$ cat src/rtl/jcid_pkg.sv
/*
 * Constants, state encodings and carrier structs for the JTAG configuration
 * instruction decoder. Assumes one 100 MHz system clock and an AXI4-Lite
 * register bus; the TAP pins arrive asynchronously from an external controller.
 */
package jcid_pkg;

	localparam int IR_W = 8;
	typedef logic [IR_W-1:0] jcid_op_t;

	// Instruction opcodes
	localparam jcid_op_t OP_EXTEST          = 8'h00;
	localparam jcid_op_t OP_SET_COL_ADDR    = 8'h01;
	localparam jcid_op_t OP_SHIFT_COL_DATA  = 8'h02;
	localparam jcid_op_t OP_WIPE_ALL        = 8'h03;
	localparam jcid_op_t OP_WRITE_COL       = 8'h07;
	localparam jcid_op_t OP_LOCK_READOUT    = 8'h09;
	localparam jcid_op_t OP_READ_COL        = 8'h0A;
	localparam jcid_op_t OP_DISCHARGE       = 8'h14;
	localparam jcid_op_t OP_PROG_ENABLE     = 8'h15;
	localparam jcid_op_t OP_IDCODE          = 8'h16;
	localparam jcid_op_t OP_USERCODE        = 8'h17;
	localparam jcid_op_t OP_HIGHZ           = 8'h18;
	localparam jcid_op_t OP_STORE_USER_SIG  = 8'h1A;
	localparam jcid_op_t OP_SAMPLE          = 8'h1C;
	localparam jcid_op_t OP_PROG_DISABLE    = 8'h1E;
	localparam jcid_op_t OP_CLAMP           = 8'h20;
	localparam jcid_op_t OP_CLR_CFG_VALID   = 8'h24;
	localparam jcid_op_t OP_WRITE_COL_STEP  = 8'h27;
	localparam jcid_op_t OP_READ_COL_STEP   = 8'h2A;
	localparam jcid_op_t OP_INTEST          = 8'h2C;
	localparam jcid_op_t OP_SET_CFG_VALID   = 8'h2F;
	localparam jcid_op_t OP_IDLE_CLAMP_ALIAS = 8'h30;

	// Register byte offsets
	localparam logic [7:0] REG_CTRL     = 8'h00;
	localparam logic [7:0] REG_STATUS   = 8'h04;
	localparam logic [7:0] REG_COL_ADDR = 8'h08;
	localparam logic [7:0] REG_USER_SIG = 8'h0C;
	localparam logic [7:0] REG_IDCODE   = 8'h10;

	// Control field positions and reset values
	localparam int   CTRL_TAP_RESET_BIT = 0;
	localparam int   CTRL_LINK_EN_BIT   = 1;
	localparam logic CTRL_TAP_RESET_RST = 1'b0;
	localparam logic CTRL_LINK_EN_RST   = 1'b1;

	// Status field positions
	localparam int ST_PROG_MODE_BIT = 0;
	localparam int ST_LOCK_BIT      = 1;
	localparam int ST_CFG_VALID_BIT = 2;
	localparam int ST_VPP_BIT       = 3;
	localparam int ST_PENDING_BIT   = 4;
	localparam int ST_IR_LSB        = 8;
	localparam int ST_TAP_LSB       = 16;

	localparam logic [1:0] RESP_OKAY   = 2'b00;
	localparam logic [1:0] RESP_SLVERR = 2'b10;

	typedef enum logic [15:0] {
		TAP_RESET      = 16'h0001,
		TAP_IDLE       = 16'h0002,
		TAP_SEL_DR     = 16'h0004,
		TAP_CAPTURE_DR = 16'h0008,
		TAP_SHIFT_DR   = 16'h0010,
		TAP_EXIT1_DR   = 16'h0020,
		TAP_PAUSE_DR   = 16'h0040,
		TAP_EXIT2_DR   = 16'h0080,
		TAP_UPDATE_DR  = 16'h0100,
		TAP_SEL_IR     = 16'h0200,
		TAP_CAPTURE_IR = 16'h0400,
		TAP_SHIFT_IR   = 16'h0800,
		TAP_EXIT1_IR   = 16'h1000,
		TAP_PAUSE_IR   = 16'h2000,
		TAP_EXIT2_IR   = 16'h4000,
		TAP_UPDATE_IR  = 16'h8000
	} jcid_tap_e;

	typedef struct packed {
		logic tck;
		logic tms;
		logic tdi;
	} jcid_tap_in_s;

	typedef struct packed {
		logic tdo;
		logic tdo_oe;
	} jcid_tap_out_s;

	typedef struct packed {
		logic outputs_highz;
		logic drive_from_bsr;
		logic intest_mode;
		logic config_valid;
		logic program_supply_on;
	} jcid_pin_ctl_s;

endpackage

$ cat src/rtl/jcid_top.sv
/*
 * JTAG instruction decoder and configuration sequencer with an AXI4-Lite
 * status/control slave. Assumes TCK, TMS and TDI are asynchronous pins,
 * TCK well below a quarter of aclk, and the non-volatile array modelled in
 * flip-flops. The TDO pad merges tdo and tdo_oe outside this module.
 */
// Our own choices: the AXI4-Lite interface to the registers and the register offsets.
`timescale 1ns/10ps

module jcid_top #(
	parameter int          COL_ADDR_W = 10,
	parameter int          COL_DATA_W = 43,
	parameter int          NUM_COLS   = 16,
	parameter int          BSR_W      = 16,
	parameter logic [31:0] ID_CODE    = 32'h0A5C_3001 // Arbitrary value
) (
	input  wire logic                    aclk,          // System clock
	input  wire logic                    aresetn,       // Sync reset, low
	input  wire jcid_pkg::jcid_tap_in_s  tap_in,        // TCK, TMS, TDI pins
	output jcid_pkg::jcid_tap_out_s      tap_out,       // TDO and enable
	input  wire logic [BSR_W-1:0]        pin_state,     // Present pin levels
	output logic [BSR_W-1:0]             bsr_drive,     // Boundary update latch
	output jcid_pkg::jcid_pin_ctl_s      pin_ctl,       // Pin/core mode controls
	input  wire logic [7:0]              s_axi_awaddr,  // Write address
	input  wire logic                    s_axi_awvalid, // Write address valid
	output logic                         s_axi_awready, // Write address ready
	input  wire logic [31:0]             s_axi_wdata,   // Write data
	input  wire logic [3:0]              s_axi_wstrb,   // Write strobes
	input  wire logic                    s_axi_wvalid,  // Write data valid
	output logic                         s_axi_wready,  // Write data ready
	output logic [1:0]                   s_axi_bresp,   // Write response
	output logic                         s_axi_bvalid,  // Write response valid
	input  wire logic                    s_axi_bready,  // Write response ready
	input  wire logic [7:0]              s_axi_araddr,  // Read address
	input  wire logic                    s_axi_arvalid, // Read address valid
	output logic                         s_axi_arready, // Read address ready
	output logic [31:0]                  s_axi_rdata,   // Read data
	output logic [1:0]                   s_axi_rresp,   // Read response
	output logic                         s_axi_rvalid,  // Read data valid
	input  wire logic                    s_axi_rready   // Read data ready
);

	typedef struct packed {
		logic                                 tck1, tck2, tck3;
		logic                                 tms1, tms2, tdi1, tdi2;
		jcid_pkg::jcid_tap_e                  tap;
		jcid_pkg::jcid_op_t                   ir;
		jcid_pkg::jcid_op_t                   ir_sh;
		logic                                 byp;
		logic [31:0]                          id_sh;
		logic [COL_ADDR_W-1:0]                col_addr;
		logic [COL_DATA_W-1:0]                col_data;
		logic [31:0]                          sig_sh;
		logic [31:0]                          sig_nv;
		logic [BSR_W-1:0]                     bsr_sh;
		logic [BSR_W-1:0]                     bsr_upd;
		logic [NUM_COLS-1:0][COL_DATA_W-1:0]  nv;
		logic                                 prog_mode, lock, cfg_valid, vpp, pending;
		jcid_pkg::jcid_pin_ctl_s              ctl;
		jcid_pkg::jcid_tap_out_s              to;
		logic                                 tap_reset, link_en;
		logic                                 aw_held, w_held;
		logic [7:0]                           aw_addr;
		logic [31:0]                          w_data;
		logic [3:0]                           w_strb;
		logic                                 bvalid;
		logic [1:0]                           bresp;
		logic                                 rvalid;
		logic [31:0]                          rdata;
		logic [1:0]                           rresp;
	} jcid_state_s;

	jcid_state_s s_reg;
	jcid_state_s s_next;

	function automatic jcid_pkg::jcid_tap_e tap_step(jcid_pkg::jcid_tap_e st, logic tms);
		unique case (st)
			jcid_pkg::TAP_RESET:      tap_step = tms ? jcid_pkg::TAP_RESET    : jcid_pkg::TAP_IDLE;
			jcid_pkg::TAP_IDLE:       tap_step = tms ? jcid_pkg::TAP_SEL_DR   : jcid_pkg::TAP_IDLE;
			jcid_pkg::TAP_SEL_DR:     tap_step = tms ? jcid_pkg::TAP_SEL_IR   : jcid_pkg::TAP_CAPTURE_DR;
			jcid_pkg::TAP_CAPTURE_DR: tap_step = tms ? jcid_pkg::TAP_EXIT1_DR : jcid_pkg::TAP_SHIFT_DR;
			jcid_pkg::TAP_SHIFT_DR:   tap_step = tms ? jcid_pkg::TAP_EXIT1_DR : jcid_pkg::TAP_SHIFT_DR;
			jcid_pkg::TAP_EXIT1_DR:   tap_step = tms ? jcid_pkg::TAP_UPDATE_DR : jcid_pkg::TAP_PAUSE_DR;
			jcid_pkg::TAP_PAUSE_DR:   tap_step = tms ? jcid_pkg::TAP_EXIT2_DR : jcid_pkg::TAP_PAUSE_DR;
			jcid_pkg::TAP_EXIT2_DR:   tap_step = tms ? jcid_pkg::TAP_UPDATE_DR : jcid_pkg::TAP_SHIFT_DR;
			jcid_pkg::TAP_UPDATE_DR:  tap_step = tms ? jcid_pkg::TAP_SEL_DR   : jcid_pkg::TAP_IDLE;
			jcid_pkg::TAP_SEL_IR:     tap_step = tms ? jcid_pkg::TAP_RESET    : jcid_pkg::TAP_CAPTURE_IR;
			jcid_pkg::TAP_CAPTURE_IR: tap_step = tms ? jcid_pkg::TAP_EXIT1_IR : jcid_pkg::TAP_SHIFT_IR;
			jcid_pkg::TAP_SHIFT_IR:   tap_step = tms ? jcid_pkg::TAP_EXIT1_IR : jcid_pkg::TAP_SHIFT_IR;
			jcid_pkg::TAP_EXIT1_IR:   tap_step = tms ? jcid_pkg::TAP_UPDATE_IR : jcid_pkg::TAP_PAUSE_IR;
			jcid_pkg::TAP_PAUSE_IR:   tap_step = tms ? jcid_pkg::TAP_EXIT2_IR : jcid_pkg::TAP_PAUSE_IR;
			jcid_pkg::TAP_EXIT2_IR:   tap_step = tms ? jcid_pkg::TAP_UPDATE_IR : jcid_pkg::TAP_SHIFT_IR;
			jcid_pkg::TAP_UPDATE_IR:  tap_step = tms ? jcid_pkg::TAP_SEL_DR   : jcid_pkg::TAP_IDLE;
			default:                  tap_step = jcid_pkg::TAP_RESET;
		endcase
	endfunction

	// Instructions that run on entry into Run-Test/Idle
	function automatic logic is_nv_op(jcid_pkg::jcid_op_t op);
		is_nv_op = (op == jcid_pkg::OP_WIPE_ALL) || (op == jcid_pkg::OP_WRITE_COL) ||
			(op == jcid_pkg::OP_WRITE_COL_STEP) || (op == jcid_pkg::OP_READ_COL) ||
			(op == jcid_pkg::OP_READ_COL_STEP) || (op == jcid_pkg::OP_LOCK_READOUT) ||
			(op == jcid_pkg::OP_STORE_USER_SIG) || (op == jcid_pkg::OP_CLR_CFG_VALID) ||
			(op == jcid_pkg::OP_SET_CFG_VALID) || (op == jcid_pkg::OP_DISCHARGE);
	endfunction

	function automatic logic is_bsr_op(jcid_pkg::jcid_op_t op);
		is_bsr_op = (op == jcid_pkg::OP_EXTEST) || (op == jcid_pkg::OP_SAMPLE) ||
			(op == jcid_pkg::OP_INTEST);
	endfunction

	logic                  tck_rise;
	logic                  tck_fall;
	logic                  fire;
	logic                  dr_lsb;
	logic [COL_DATA_W-1:0] col_rd;
	logic                  col_hit;
	logic [31:0]           status_word;
	logic                  rd_hit;
	logic [31:0]           rd_word;

	always_comb begin
		s_next = s_reg;
		// Only the second stage feeds logic; third stage is an edge history
		s_next.tck1 = tap_in.tck;
		s_next.tck2 = s_reg.tck1;
		s_next.tck3 = s_reg.tck2;
		s_next.tms1 = tap_in.tms;
		s_next.tms2 = s_reg.tms1;
		s_next.tdi1 = tap_in.tdi;
		s_next.tdi2 = s_reg.tdi1;
		tck_rise = s_reg.link_en & s_reg.tck2 & ~s_reg.tck3;
		tck_fall = s_reg.link_en & ~s_reg.tck2 & s_reg.tck3;

		col_rd  = '0;
		col_hit = 1'b0;
		for (int i = 0; i < NUM_COLS; i++) begin
			if (s_reg.col_addr == COL_ADDR_W'(i)) begin
				col_rd  = s_reg.nv[i];
				col_hit = 1'b1;
			end
		end

		unique case (s_reg.ir)
			jcid_pkg::OP_EXTEST, jcid_pkg::OP_SAMPLE, jcid_pkg::OP_INTEST: dr_lsb = s_reg.bsr_sh[0];
			jcid_pkg::OP_IDCODE:        dr_lsb = s_reg.id_sh[0];
			jcid_pkg::OP_SET_COL_ADDR:  dr_lsb = s_reg.col_addr[0];
			jcid_pkg::OP_SHIFT_COL_DATA: dr_lsb = s_reg.col_data[0];
			jcid_pkg::OP_USERCODE:      dr_lsb = s_reg.sig_sh[0];
			default:                    dr_lsb = s_reg.byp;
		endcase

		fire = 1'b0;
		if (tck_rise) begin
			s_next.tap = tap_step(s_reg.tap, s_reg.tms2);
			unique case (s_reg.tap)
				jcid_pkg::TAP_CAPTURE_IR: s_next.ir_sh = jcid_pkg::OP_IDCODE;
				jcid_pkg::TAP_SHIFT_IR:   s_next.ir_sh = {s_reg.tdi2, s_reg.ir_sh[jcid_pkg::IR_W-1:1]};
				jcid_pkg::TAP_UPDATE_IR: begin
					s_next.ir      = s_reg.ir_sh;
					s_next.pending = is_nv_op(s_reg.ir_sh);
					if (s_reg.ir_sh == jcid_pkg::OP_PROG_ENABLE)
						s_next.prog_mode = 1'b1;
					if (s_reg.ir_sh == jcid_pkg::OP_PROG_DISABLE)
						s_next.prog_mode = 1'b0;
				end
				jcid_pkg::TAP_CAPTURE_DR: begin
					s_next.byp   = 1'b0;
					s_next.id_sh = ID_CODE;
					if (is_bsr_op(s_reg.ir))
						s_next.bsr_sh = pin_state;
					if (s_reg.ir == jcid_pkg::OP_USERCODE)
						s_next.sig_sh = s_reg.sig_nv;
				end
				jcid_pkg::TAP_SHIFT_DR: begin
					unique case (s_reg.ir)
						jcid_pkg::OP_EXTEST, jcid_pkg::OP_SAMPLE, jcid_pkg::OP_INTEST:
							s_next.bsr_sh = {s_reg.tdi2, s_reg.bsr_sh[BSR_W-1:1]};
						jcid_pkg::OP_IDCODE:
							s_next.id_sh = {s_reg.tdi2, s_reg.id_sh[31:1]};
						jcid_pkg::OP_SET_COL_ADDR:
							s_next.col_addr = {s_reg.tdi2, s_reg.col_addr[COL_ADDR_W-1:1]};
						jcid_pkg::OP_SHIFT_COL_DATA:
							s_next.col_data = {s_reg.tdi2, s_reg.col_data[COL_DATA_W-1:1]};
						jcid_pkg::OP_USERCODE:
							s_next.sig_sh = {s_reg.tdi2, s_reg.sig_sh[31:1]};
						default:
							s_next.byp = s_reg.tdi2;
					endcase
				end
				jcid_pkg::TAP_UPDATE_DR: begin
					if (is_bsr_op(s_reg.ir))
						s_next.bsr_upd = s_reg.bsr_sh;
				end
				default: begin
				end
			endcase

			// Armed operation runs on the edge that enters Run-Test/Idle
			if (s_next.pending && s_next.tap == jcid_pkg::TAP_IDLE && s_reg.tap != jcid_pkg::TAP_IDLE) begin
				fire           = 1'b1;
				s_next.pending = 1'b0;
			end

			if (s_next.tap == jcid_pkg::TAP_RESET) begin
				s_next.ir        = jcid_pkg::OP_IDCODE;
				s_next.pending   = 1'b0;
				s_next.prog_mode = 1'b0;
				fire             = 1'b0;
			end
		end

		if (fire) begin
			if (s_next.ir == jcid_pkg::OP_DISCHARGE)
				s_next.vpp = 1'b0;
			else if (s_reg.prog_mode) begin
				unique case (s_next.ir)
					jcid_pkg::OP_WIPE_ALL: begin
						s_next.nv        = '0;
						s_next.sig_nv    = '0;
						s_next.lock      = 1'b0;
						s_next.cfg_valid = 1'b0;
						s_next.vpp       = 1'b1;
					end
					jcid_pkg::OP_WRITE_COL, jcid_pkg::OP_WRITE_COL_STEP: begin
						for (int i = 0; i < NUM_COLS; i++) begin
							if (s_next.col_addr == COL_ADDR_W'(i))
								s_next.nv[i] = s_next.col_data;
						end
						s_next.vpp = 1'b1;
						if (s_next.ir == jcid_pkg::OP_WRITE_COL_STEP)
							s_next.col_addr = COL_ADDR_W'(s_next.col_addr + 1'b1);
					end
					jcid_pkg::OP_READ_COL, jcid_pkg::OP_READ_COL_STEP: begin
						// Locked parts return zeros rather than stalling the scan
						s_next.col_data = (s_reg.lock || !col_hit) ? '0 : col_rd;
						if (s_next.ir == jcid_pkg::OP_READ_COL_STEP)
							s_next.col_addr = COL_ADDR_W'(s_next.col_addr + 1'b1);
					end
					jcid_pkg::OP_LOCK_READOUT: begin
						s_next.lock = 1'b1;
						s_next.vpp  = 1'b1;
					end
					jcid_pkg::OP_STORE_USER_SIG: begin
						s_next.sig_nv = s_next.sig_sh;
						s_next.vpp    = 1'b1;
					end
					jcid_pkg::OP_CLR_CFG_VALID: s_next.cfg_valid = 1'b0;
					jcid_pkg::OP_SET_CFG_VALID: s_next.cfg_valid = 1'b1;
					default: begin
					end
				endcase
			end
		end

		// Software-forced TAP reset overrides the pin-driven sequence
		if (s_reg.tap_reset) begin
			s_next.tap       = jcid_pkg::TAP_RESET;
			s_next.ir        = jcid_pkg::OP_IDCODE;
			s_next.pending   = 1'b0;
			s_next.prog_mode = 1'b0;
		end

		s_next.ctl.outputs_highz  = (s_next.ir == jcid_pkg::OP_HIGHZ);
		s_next.ctl.drive_from_bsr = (s_next.ir == jcid_pkg::OP_EXTEST) || (s_next.ir == jcid_pkg::OP_CLAMP) ||
			(s_next.ir == jcid_pkg::OP_IDLE_CLAMP_ALIAS);
		s_next.ctl.intest_mode       = (s_next.ir == jcid_pkg::OP_INTEST);
		s_next.ctl.config_valid      = s_next.cfg_valid;
		s_next.ctl.program_supply_on = s_next.vpp;

		if (tck_fall) begin
			s_next.to.tdo_oe = (s_reg.tap == jcid_pkg::TAP_SHIFT_IR) || (s_reg.tap == jcid_pkg::TAP_SHIFT_DR);
			if (s_reg.tap == jcid_pkg::TAP_SHIFT_IR)
				s_next.to.tdo = s_reg.ir_sh[0];
			else if (s_reg.tap == jcid_pkg::TAP_SHIFT_DR)
				s_next.to.tdo = dr_lsb;
		end

		// AXI4-Lite write: address and data taken in either order
		s_axi_awready = ~s_reg.aw_held & ~s_reg.bvalid;
		s_axi_wready  = ~s_reg.w_held & ~s_reg.bvalid;
		if (s_axi_awvalid && s_axi_awready) begin
			s_next.aw_held = 1'b1;
			s_next.aw_addr = s_axi_awaddr;
		end
		if (s_axi_wvalid && s_axi_wready) begin
			s_next.w_held = 1'b1;
			s_next.w_data = s_axi_wdata;
			s_next.w_strb = s_axi_wstrb;
		end
		if (s_reg.bvalid && s_axi_bready)
			s_next.bvalid = 1'b0;
		if (s_reg.aw_held && s_reg.w_held) begin
			s_next.aw_held = 1'b0;
			s_next.w_held  = 1'b0;
			s_next.bvalid  = 1'b1;
			s_next.bresp   = jcid_pkg::RESP_SLVERR;
			if (s_reg.aw_addr[7:2] == jcid_pkg::REG_CTRL[7:2]) begin
				s_next.bresp = jcid_pkg::RESP_OKAY;
				if (s_reg.w_strb[0]) begin
					s_next.tap_reset = s_reg.w_data[jcid_pkg::CTRL_TAP_RESET_BIT];
					s_next.link_en   = s_reg.w_data[jcid_pkg::CTRL_LINK_EN_BIT];
				end
			end else if (s_reg.aw_addr[7:2] == jcid_pkg::REG_STATUS[7:2] ||
				s_reg.aw_addr[7:2] == jcid_pkg::REG_COL_ADDR[7:2] ||
				s_reg.aw_addr[7:2] == jcid_pkg::REG_USER_SIG[7:2] ||
				s_reg.aw_addr[7:2] == jcid_pkg::REG_IDCODE[7:2])
				s_next.bresp = jcid_pkg::RESP_OKAY;
		end

		// AXI4-Lite read
		status_word = '0;
		status_word[jcid_pkg::ST_PROG_MODE_BIT] = s_reg.prog_mode;
		status_word[jcid_pkg::ST_LOCK_BIT]      = s_reg.lock;
		status_word[jcid_pkg::ST_CFG_VALID_BIT] = s_reg.cfg_valid;
		status_word[jcid_pkg::ST_VPP_BIT]       = s_reg.vpp;
		status_word[jcid_pkg::ST_PENDING_BIT]   = s_reg.pending;
		status_word[jcid_pkg::ST_IR_LSB +: jcid_pkg::IR_W] = s_reg.ir;
		status_word[jcid_pkg::ST_TAP_LSB +: 16] = s_reg.tap;
		rd_hit  = 1'b1;
		rd_word = '0;
		unique case (s_axi_araddr[7:2])
			jcid_pkg::REG_CTRL[7:2]: begin
				rd_word[jcid_pkg::CTRL_TAP_RESET_BIT] = s_reg.tap_reset;
				rd_word[jcid_pkg::CTRL_LINK_EN_BIT]   = s_reg.link_en;
			end
			jcid_pkg::REG_STATUS[7:2]:   rd_word = status_word;
			jcid_pkg::REG_COL_ADDR[7:2]: rd_word[COL_ADDR_W-1:0] = s_reg.col_addr;
			jcid_pkg::REG_USER_SIG[7:2]: rd_word = s_reg.sig_nv;
			jcid_pkg::REG_IDCODE[7:2]:   rd_word = ID_CODE;
			default:                     rd_hit = 1'b0;
		endcase
		s_axi_arready = ~s_reg.rvalid;
		if (s_reg.rvalid && s_axi_rready)
			s_next.rvalid = 1'b0;
		if (s_axi_arvalid && s_axi_arready) begin
			s_next.rvalid = 1'b1;
			s_next.rdata  = rd_word;
			s_next.rresp  = rd_hit ? jcid_pkg::RESP_OKAY : jcid_pkg::RESP_SLVERR;
		end
	end

	always_ff @(posedge aclk) begin
		if (!aresetn) begin
			s_reg           <= '0;
			s_reg.tap       <= jcid_pkg::TAP_RESET;
			s_reg.ir        <= jcid_pkg::OP_IDCODE;
			s_reg.tap_reset <= jcid_pkg::CTRL_TAP_RESET_RST;
			s_reg.link_en   <= jcid_pkg::CTRL_LINK_EN_RST;
		end else begin
			s_reg <= s_next;
		end
	end

	assign tap_out       = s_reg.to;
	assign pin_ctl       = s_reg.ctl;
	assign bsr_drive     = s_reg.bsr_upd;
	assign s_axi_bvalid  = s_reg.bvalid;
	assign s_axi_bresp   = s_reg.bresp;
	assign s_axi_rvalid  = s_reg.rvalid;
	assign s_axi_rdata   = s_reg.rdata;
	assign s_axi_rresp   = s_reg.rresp;

endmodule // jcid_top

$ cat config.mk
export PLATFORM = sky130hd
export DESIGN_NAME = jcid_top
export DESIGN_NICKNAME = d
export VERILOG_FILES = /design/src/rtl/jcid_pkg.sv /design/src/rtl/jcid_top.sv
export SDC_FILE = /design/constraint.sdc
export NUM_CORES = 2
export LEC_CHECK = 0
export BUFFER_PORTS_ARGS = -buffer_cell sky130_fd_sc_hd__buf_2
export CAP_MARGIN = 30
export CORE_MARGIN = 5
export CORE_UTILIZATION = 45
export CTS_CLUSTER_SIZE = 12
export DETAILED_ROUTE_END_ITERATION = 8
export MAX_ROUTING_LAYER = met4
export PLACE_DENSITY = 0.71
export SLEW_MARGIN = 20
export SYNTH_ARGS = -nofsm -noshare
export SYNTH_HDL_FRONTEND = slang
export SYNTH_SLANG_ARGS = --single-unit
$ cat constraint.sdc
create_clock -name aclk -period 5.65 [get_ports aclk]
set_input_delay 0 -clock aclk [delete_from_list [all_inputs] [get_ports aclk]]
set_output_delay 0 -clock aclk [all_outputs]
set_load 0.01 [all_outputs]
==> flow_summary.json <==
{
  "crit_fanout": 41,
  "cp-startpoint": "s_reg[984]$_SDFFE_PP1P_",
  "required_ns": 6.25,
  "rsz0062_at_grt": "no",
  "critPathArrivalTime_ns": 5.51,
  "post_cts_buffers": 0,
  "cts_sinks": 968,
  "fin_crit_ns": 4.92,
  "overflow": 0,
  "netlist_instances": 4908,
  "reg2reg_to": "s_reg[351]$_SDFFE_PN0P_",
  "cts_made_buffers": 99,
  "yosys_warnings": 0,
  "cp_slowest_cell": "o2111ai_4",
  "cts_root_buf": "clkbuf_16",
  "rows": 110,
  "hold_buffers": 55,
  "reg2reg_slack_ns": 0.73,
  "grt_max_degree": 211,
  "grt_pass1_vias": 33611,
  "async_flop_share_pct": 0,
  "drive_gt1_share_pct": 8.92,
  "drtPass1Iterations": 9,
  "worstSetupEndpointType": "flop",
  "dr.first_iter.drc_count": 4629,
  "cts_tree": "yes",
  "maxCapViolCount": 0,
  "wl_per_cell_um": 21.1,
  "worstReg2RegStart": "s_reg[984]$_SDFFE_PP1P_",
  "gp_congestion": 0.934,
  "clock_skew_ns": 0.0569,
  "dpl.cell_count": 5734,
  "crit_cells": 11,
  "die_y_um": 311,
  "cp_num_buf_inv": 2,
  "area_delta_synth_final_pct": 11.0,
  "cellLeakagePower_nw": 15.4,
  "track_usage_pct": 25.3,
  "clockBufferDepth": 3,
  "clk_latency_ns": 0.70,
  "hold_viol": 0,
  "start_util_pct": 45.3,
  "numPortBuffers": 102,
  "core_um2": 89900,
  "largest_register_ffs": 905,
  "seq_area_frac_synth_pct": 47.6,
  "dp_hpwl_um": 72100,
  "critPathMaxStageDelay_ns": 0.87,
  "synth.distinct_cells": 85,
  "ys.flop_type": "dfxtp_1",
  "final_nets": 4807,
  "grt_first_pass_wirelength_um": 194000,
  "syn-cell-area_um2": 40700,
  "vias_per_cell": 6.20,
  "peakVddDrop_v": 0.000268,
  "relSlewSlack_pct": 19.7,
  "top_level_ports": 142,
  "synth_edf_count": 0,
  "cp_cell_sequence": "or4_1 > or4_1 > o32ai_2 > nor4_2 > buf_4 > o31ai_4 > nand3_4 > o2111ai_4 > buf_4 > nand3_1 > o21ai_1",
  "crit_family": "simple AND/OR/NAND/NOR gates",
  "drv_slew": 0,
  "dieArea_um2": 96600,
  "crit_type": "flop to flop",
  "antenna_found_initial": 0,
  "reg2reg_depth": 11,
  "powerDensity_nw_per_um2": 299,
  "final-instance-count-excl-fill": 5962,
  "drc": 0,
  "clkTransAtPathRegs_ns": 0.06,
  "hold_path.class": "input port to flop",
  "nFillCells": 8394,
  "tns_ns": 0,
  "syn_area_per_cell_um2": 8.29,
  "start_kind": "flop",
  "routed_wirelength_um": 126000,
  "ant_nets": 0,
  "htreeDepth": 3,
  "crit_end": "s_reg[351]$_SDFFE_PN0P_",
  "num_vias": 36964,
  "outcome": "completed",
  "finalSetupViolCount": 0,
  "clock.fmax_mhz": 203,
  "die_w_um": 311,
  "worstMarginPinSlew_ns": 1.20,
  "antenna_cells": 0,
  "cts-resized-gates": 0,
  "finalCritPeriodShare_pct": 87.0,
  "ys_seq_elements": 968
}
==> stage by stage <==
| step | util [%] | hold slack (ns) | setup slack (ns) | instance area, um2 | power (mW) |
|---|---|---|---|---|---|
| 6_report | 50.2 | 0.0879 | 0.735 | 45200 | 13.5 |
| 5_1_grt | 50.2 | 0.0965 | 0.485 | 45200 | 13.9 |
| 4_1_cts | 50.0 | 0.0499 | 0.816 | 44900 | 13.6 |
| 3_5_place_dp | 45.9 | 0.190 | 0.866 | 41300 | 7.25 |
| 3_3_place_gp | 45.7 | 0.186 | 0.908 | 41000 | 7.24 |
| 2_1_floorplan | - | 0.0990 | 2.13 | 40700 | 7.18 |
==> how the worst min path moves through the flow <==
stage	start	end	slack, ns	depth (start not counted)
finish	tap_in[1]	s_next[1002]$_SDFF_PN0_	0.09	3
global route	tap_in[1]	s_next[1002]$_SDFF_PN0_	0.1	3
CTS	s_axi_araddr[6]	s_axi_rdata[27]$_SDFFE_PN0P_	0.05	6
detailed placement	s_axi_rready	s_axi_rvalid$_SDFFE_PN0P_	0.19	2
global placement	s_axi_rready	s_axi_rvalid$_SDFFE_PN0P_	0.19	2
floorplan	s_axi_rready	s_axi_rvalid$_SDFFE_PN0P_	0.1	1
==> where the power goes <==
part / internal [mW] / leakage, nW / switching [mW]
combinational: 0.0909 / 6.06 / 0.199
clock: 3.59 / 1.52 / 2.76
sequential: 6.84 / 7.80 / 0.0122
total: 10.5 / 15.4 / 2.97
==> per-layer routing <==
| layer | vias up | GRT usage (%) | part of all wire (%) |
|---|---|---|---|
| met5 | - | - | 0 |
| met4 | 0 | 9.81 | 4.0 |
| met3 | 359 | 3.68 | 8.3 |
| met2 | 1657 | 39.3 | 45 |
| met1 | 17493 | 33.5 | 43 |
| li1 | 17455 | - | - |
==> cell usage in the layout (no fill, tap or decap), types with 26 or more instances in the layout <==
cell type	n
o21ai_1	354
buf_4	85
o22ai_1	45
nor3_1	71
a21oi_1	201
buf_2	102
clkbuf_16	99
a22oi_1	111
inv_1	49
a22o_1	42
mux2i_1	46
dfxtp_1	968
nand2_1	431
dlygate4sd3_1	55
a221oi_1	78
o211ai_1	46
o21ai_0	468
nor2_1	211
nor4_1	26
and3_1	31
nand3_1	831
==> cells by family (layout without fill, tap and decap cells) <==
kind of cell,count (synthesis),in the layout,synth area share [%]
buf+inv,604,481,7.15
compound gates,1515,1515,22.7
xor+xnor,11,11,0.237
mux,57,57,1.60
fa+ha+maj,4,4,0.123
flops,968,968,47.6
other cells,1,2,0.00921
simple gates,1748,1748,20.5
==> Yosys cell counts, types with 11 or more instances <==
cell        n  share of area (%)
a211o_1    11               0.24
a211oi_1   23               0.42
a21oi_1   201                2.5
a221oi_1   78                1.7
a222oi_1   22               0.54
a22o_1     42               0.90
a22oi_1   111                2.0
a311oi_1   17               0.37
a31oi_1    13               0.20
and2_1     19               0.29
and3_1     31               0.48
buf_1      75               0.69
buf_2      52               0.64
buf_4      67                1.2
buf_6      42                1.2
clkbuf_1  316                2.9
dfxtp_1   968                 48
inv_1      50               0.46
mux2i_1    46                1.1
nand2_1   433                4.0
nand3_1   831                 10
nand4_1    18               0.28
nor2_1    218                2.0
nor3_1     72               0.89
nor4_1     40               0.61
nor4b_1    13               0.28
o211ai_1   46               0.85
o21ai_0   468                5.8
o21ai_1   355                4.4
o221ai_1   16               0.34
o22ai_1    45               0.69
or4_1      13               0.24
==> area by class of cell <==
cell class	instances	area, um2	area share (%)
sequential	968	19400	42.9
clock buffer	145	2860	6.33
tap	1176	1470	3.26
clock inverter	17	253	0.560
timing repair buffer	268	2270	5.03
inverter	51	196	0.435
multi-input combinational	3337	18700	41.5
==> worst reg2reg max path: stages, from the launching register on <==
cell and delay [ns]:
dfxtp_1 0.37, or4_1 0.69, or4_1 0.64, o32ai_2 0.19
nor4_2 0.14, buf_4 0.19, o31ai_4 0.34, nand3_4 0.48
o2111ai_4 0.89, buf_4 0.57, nand3_1 0.18, o21ai_1 0.12
Power figures use the tool's default switching activity.
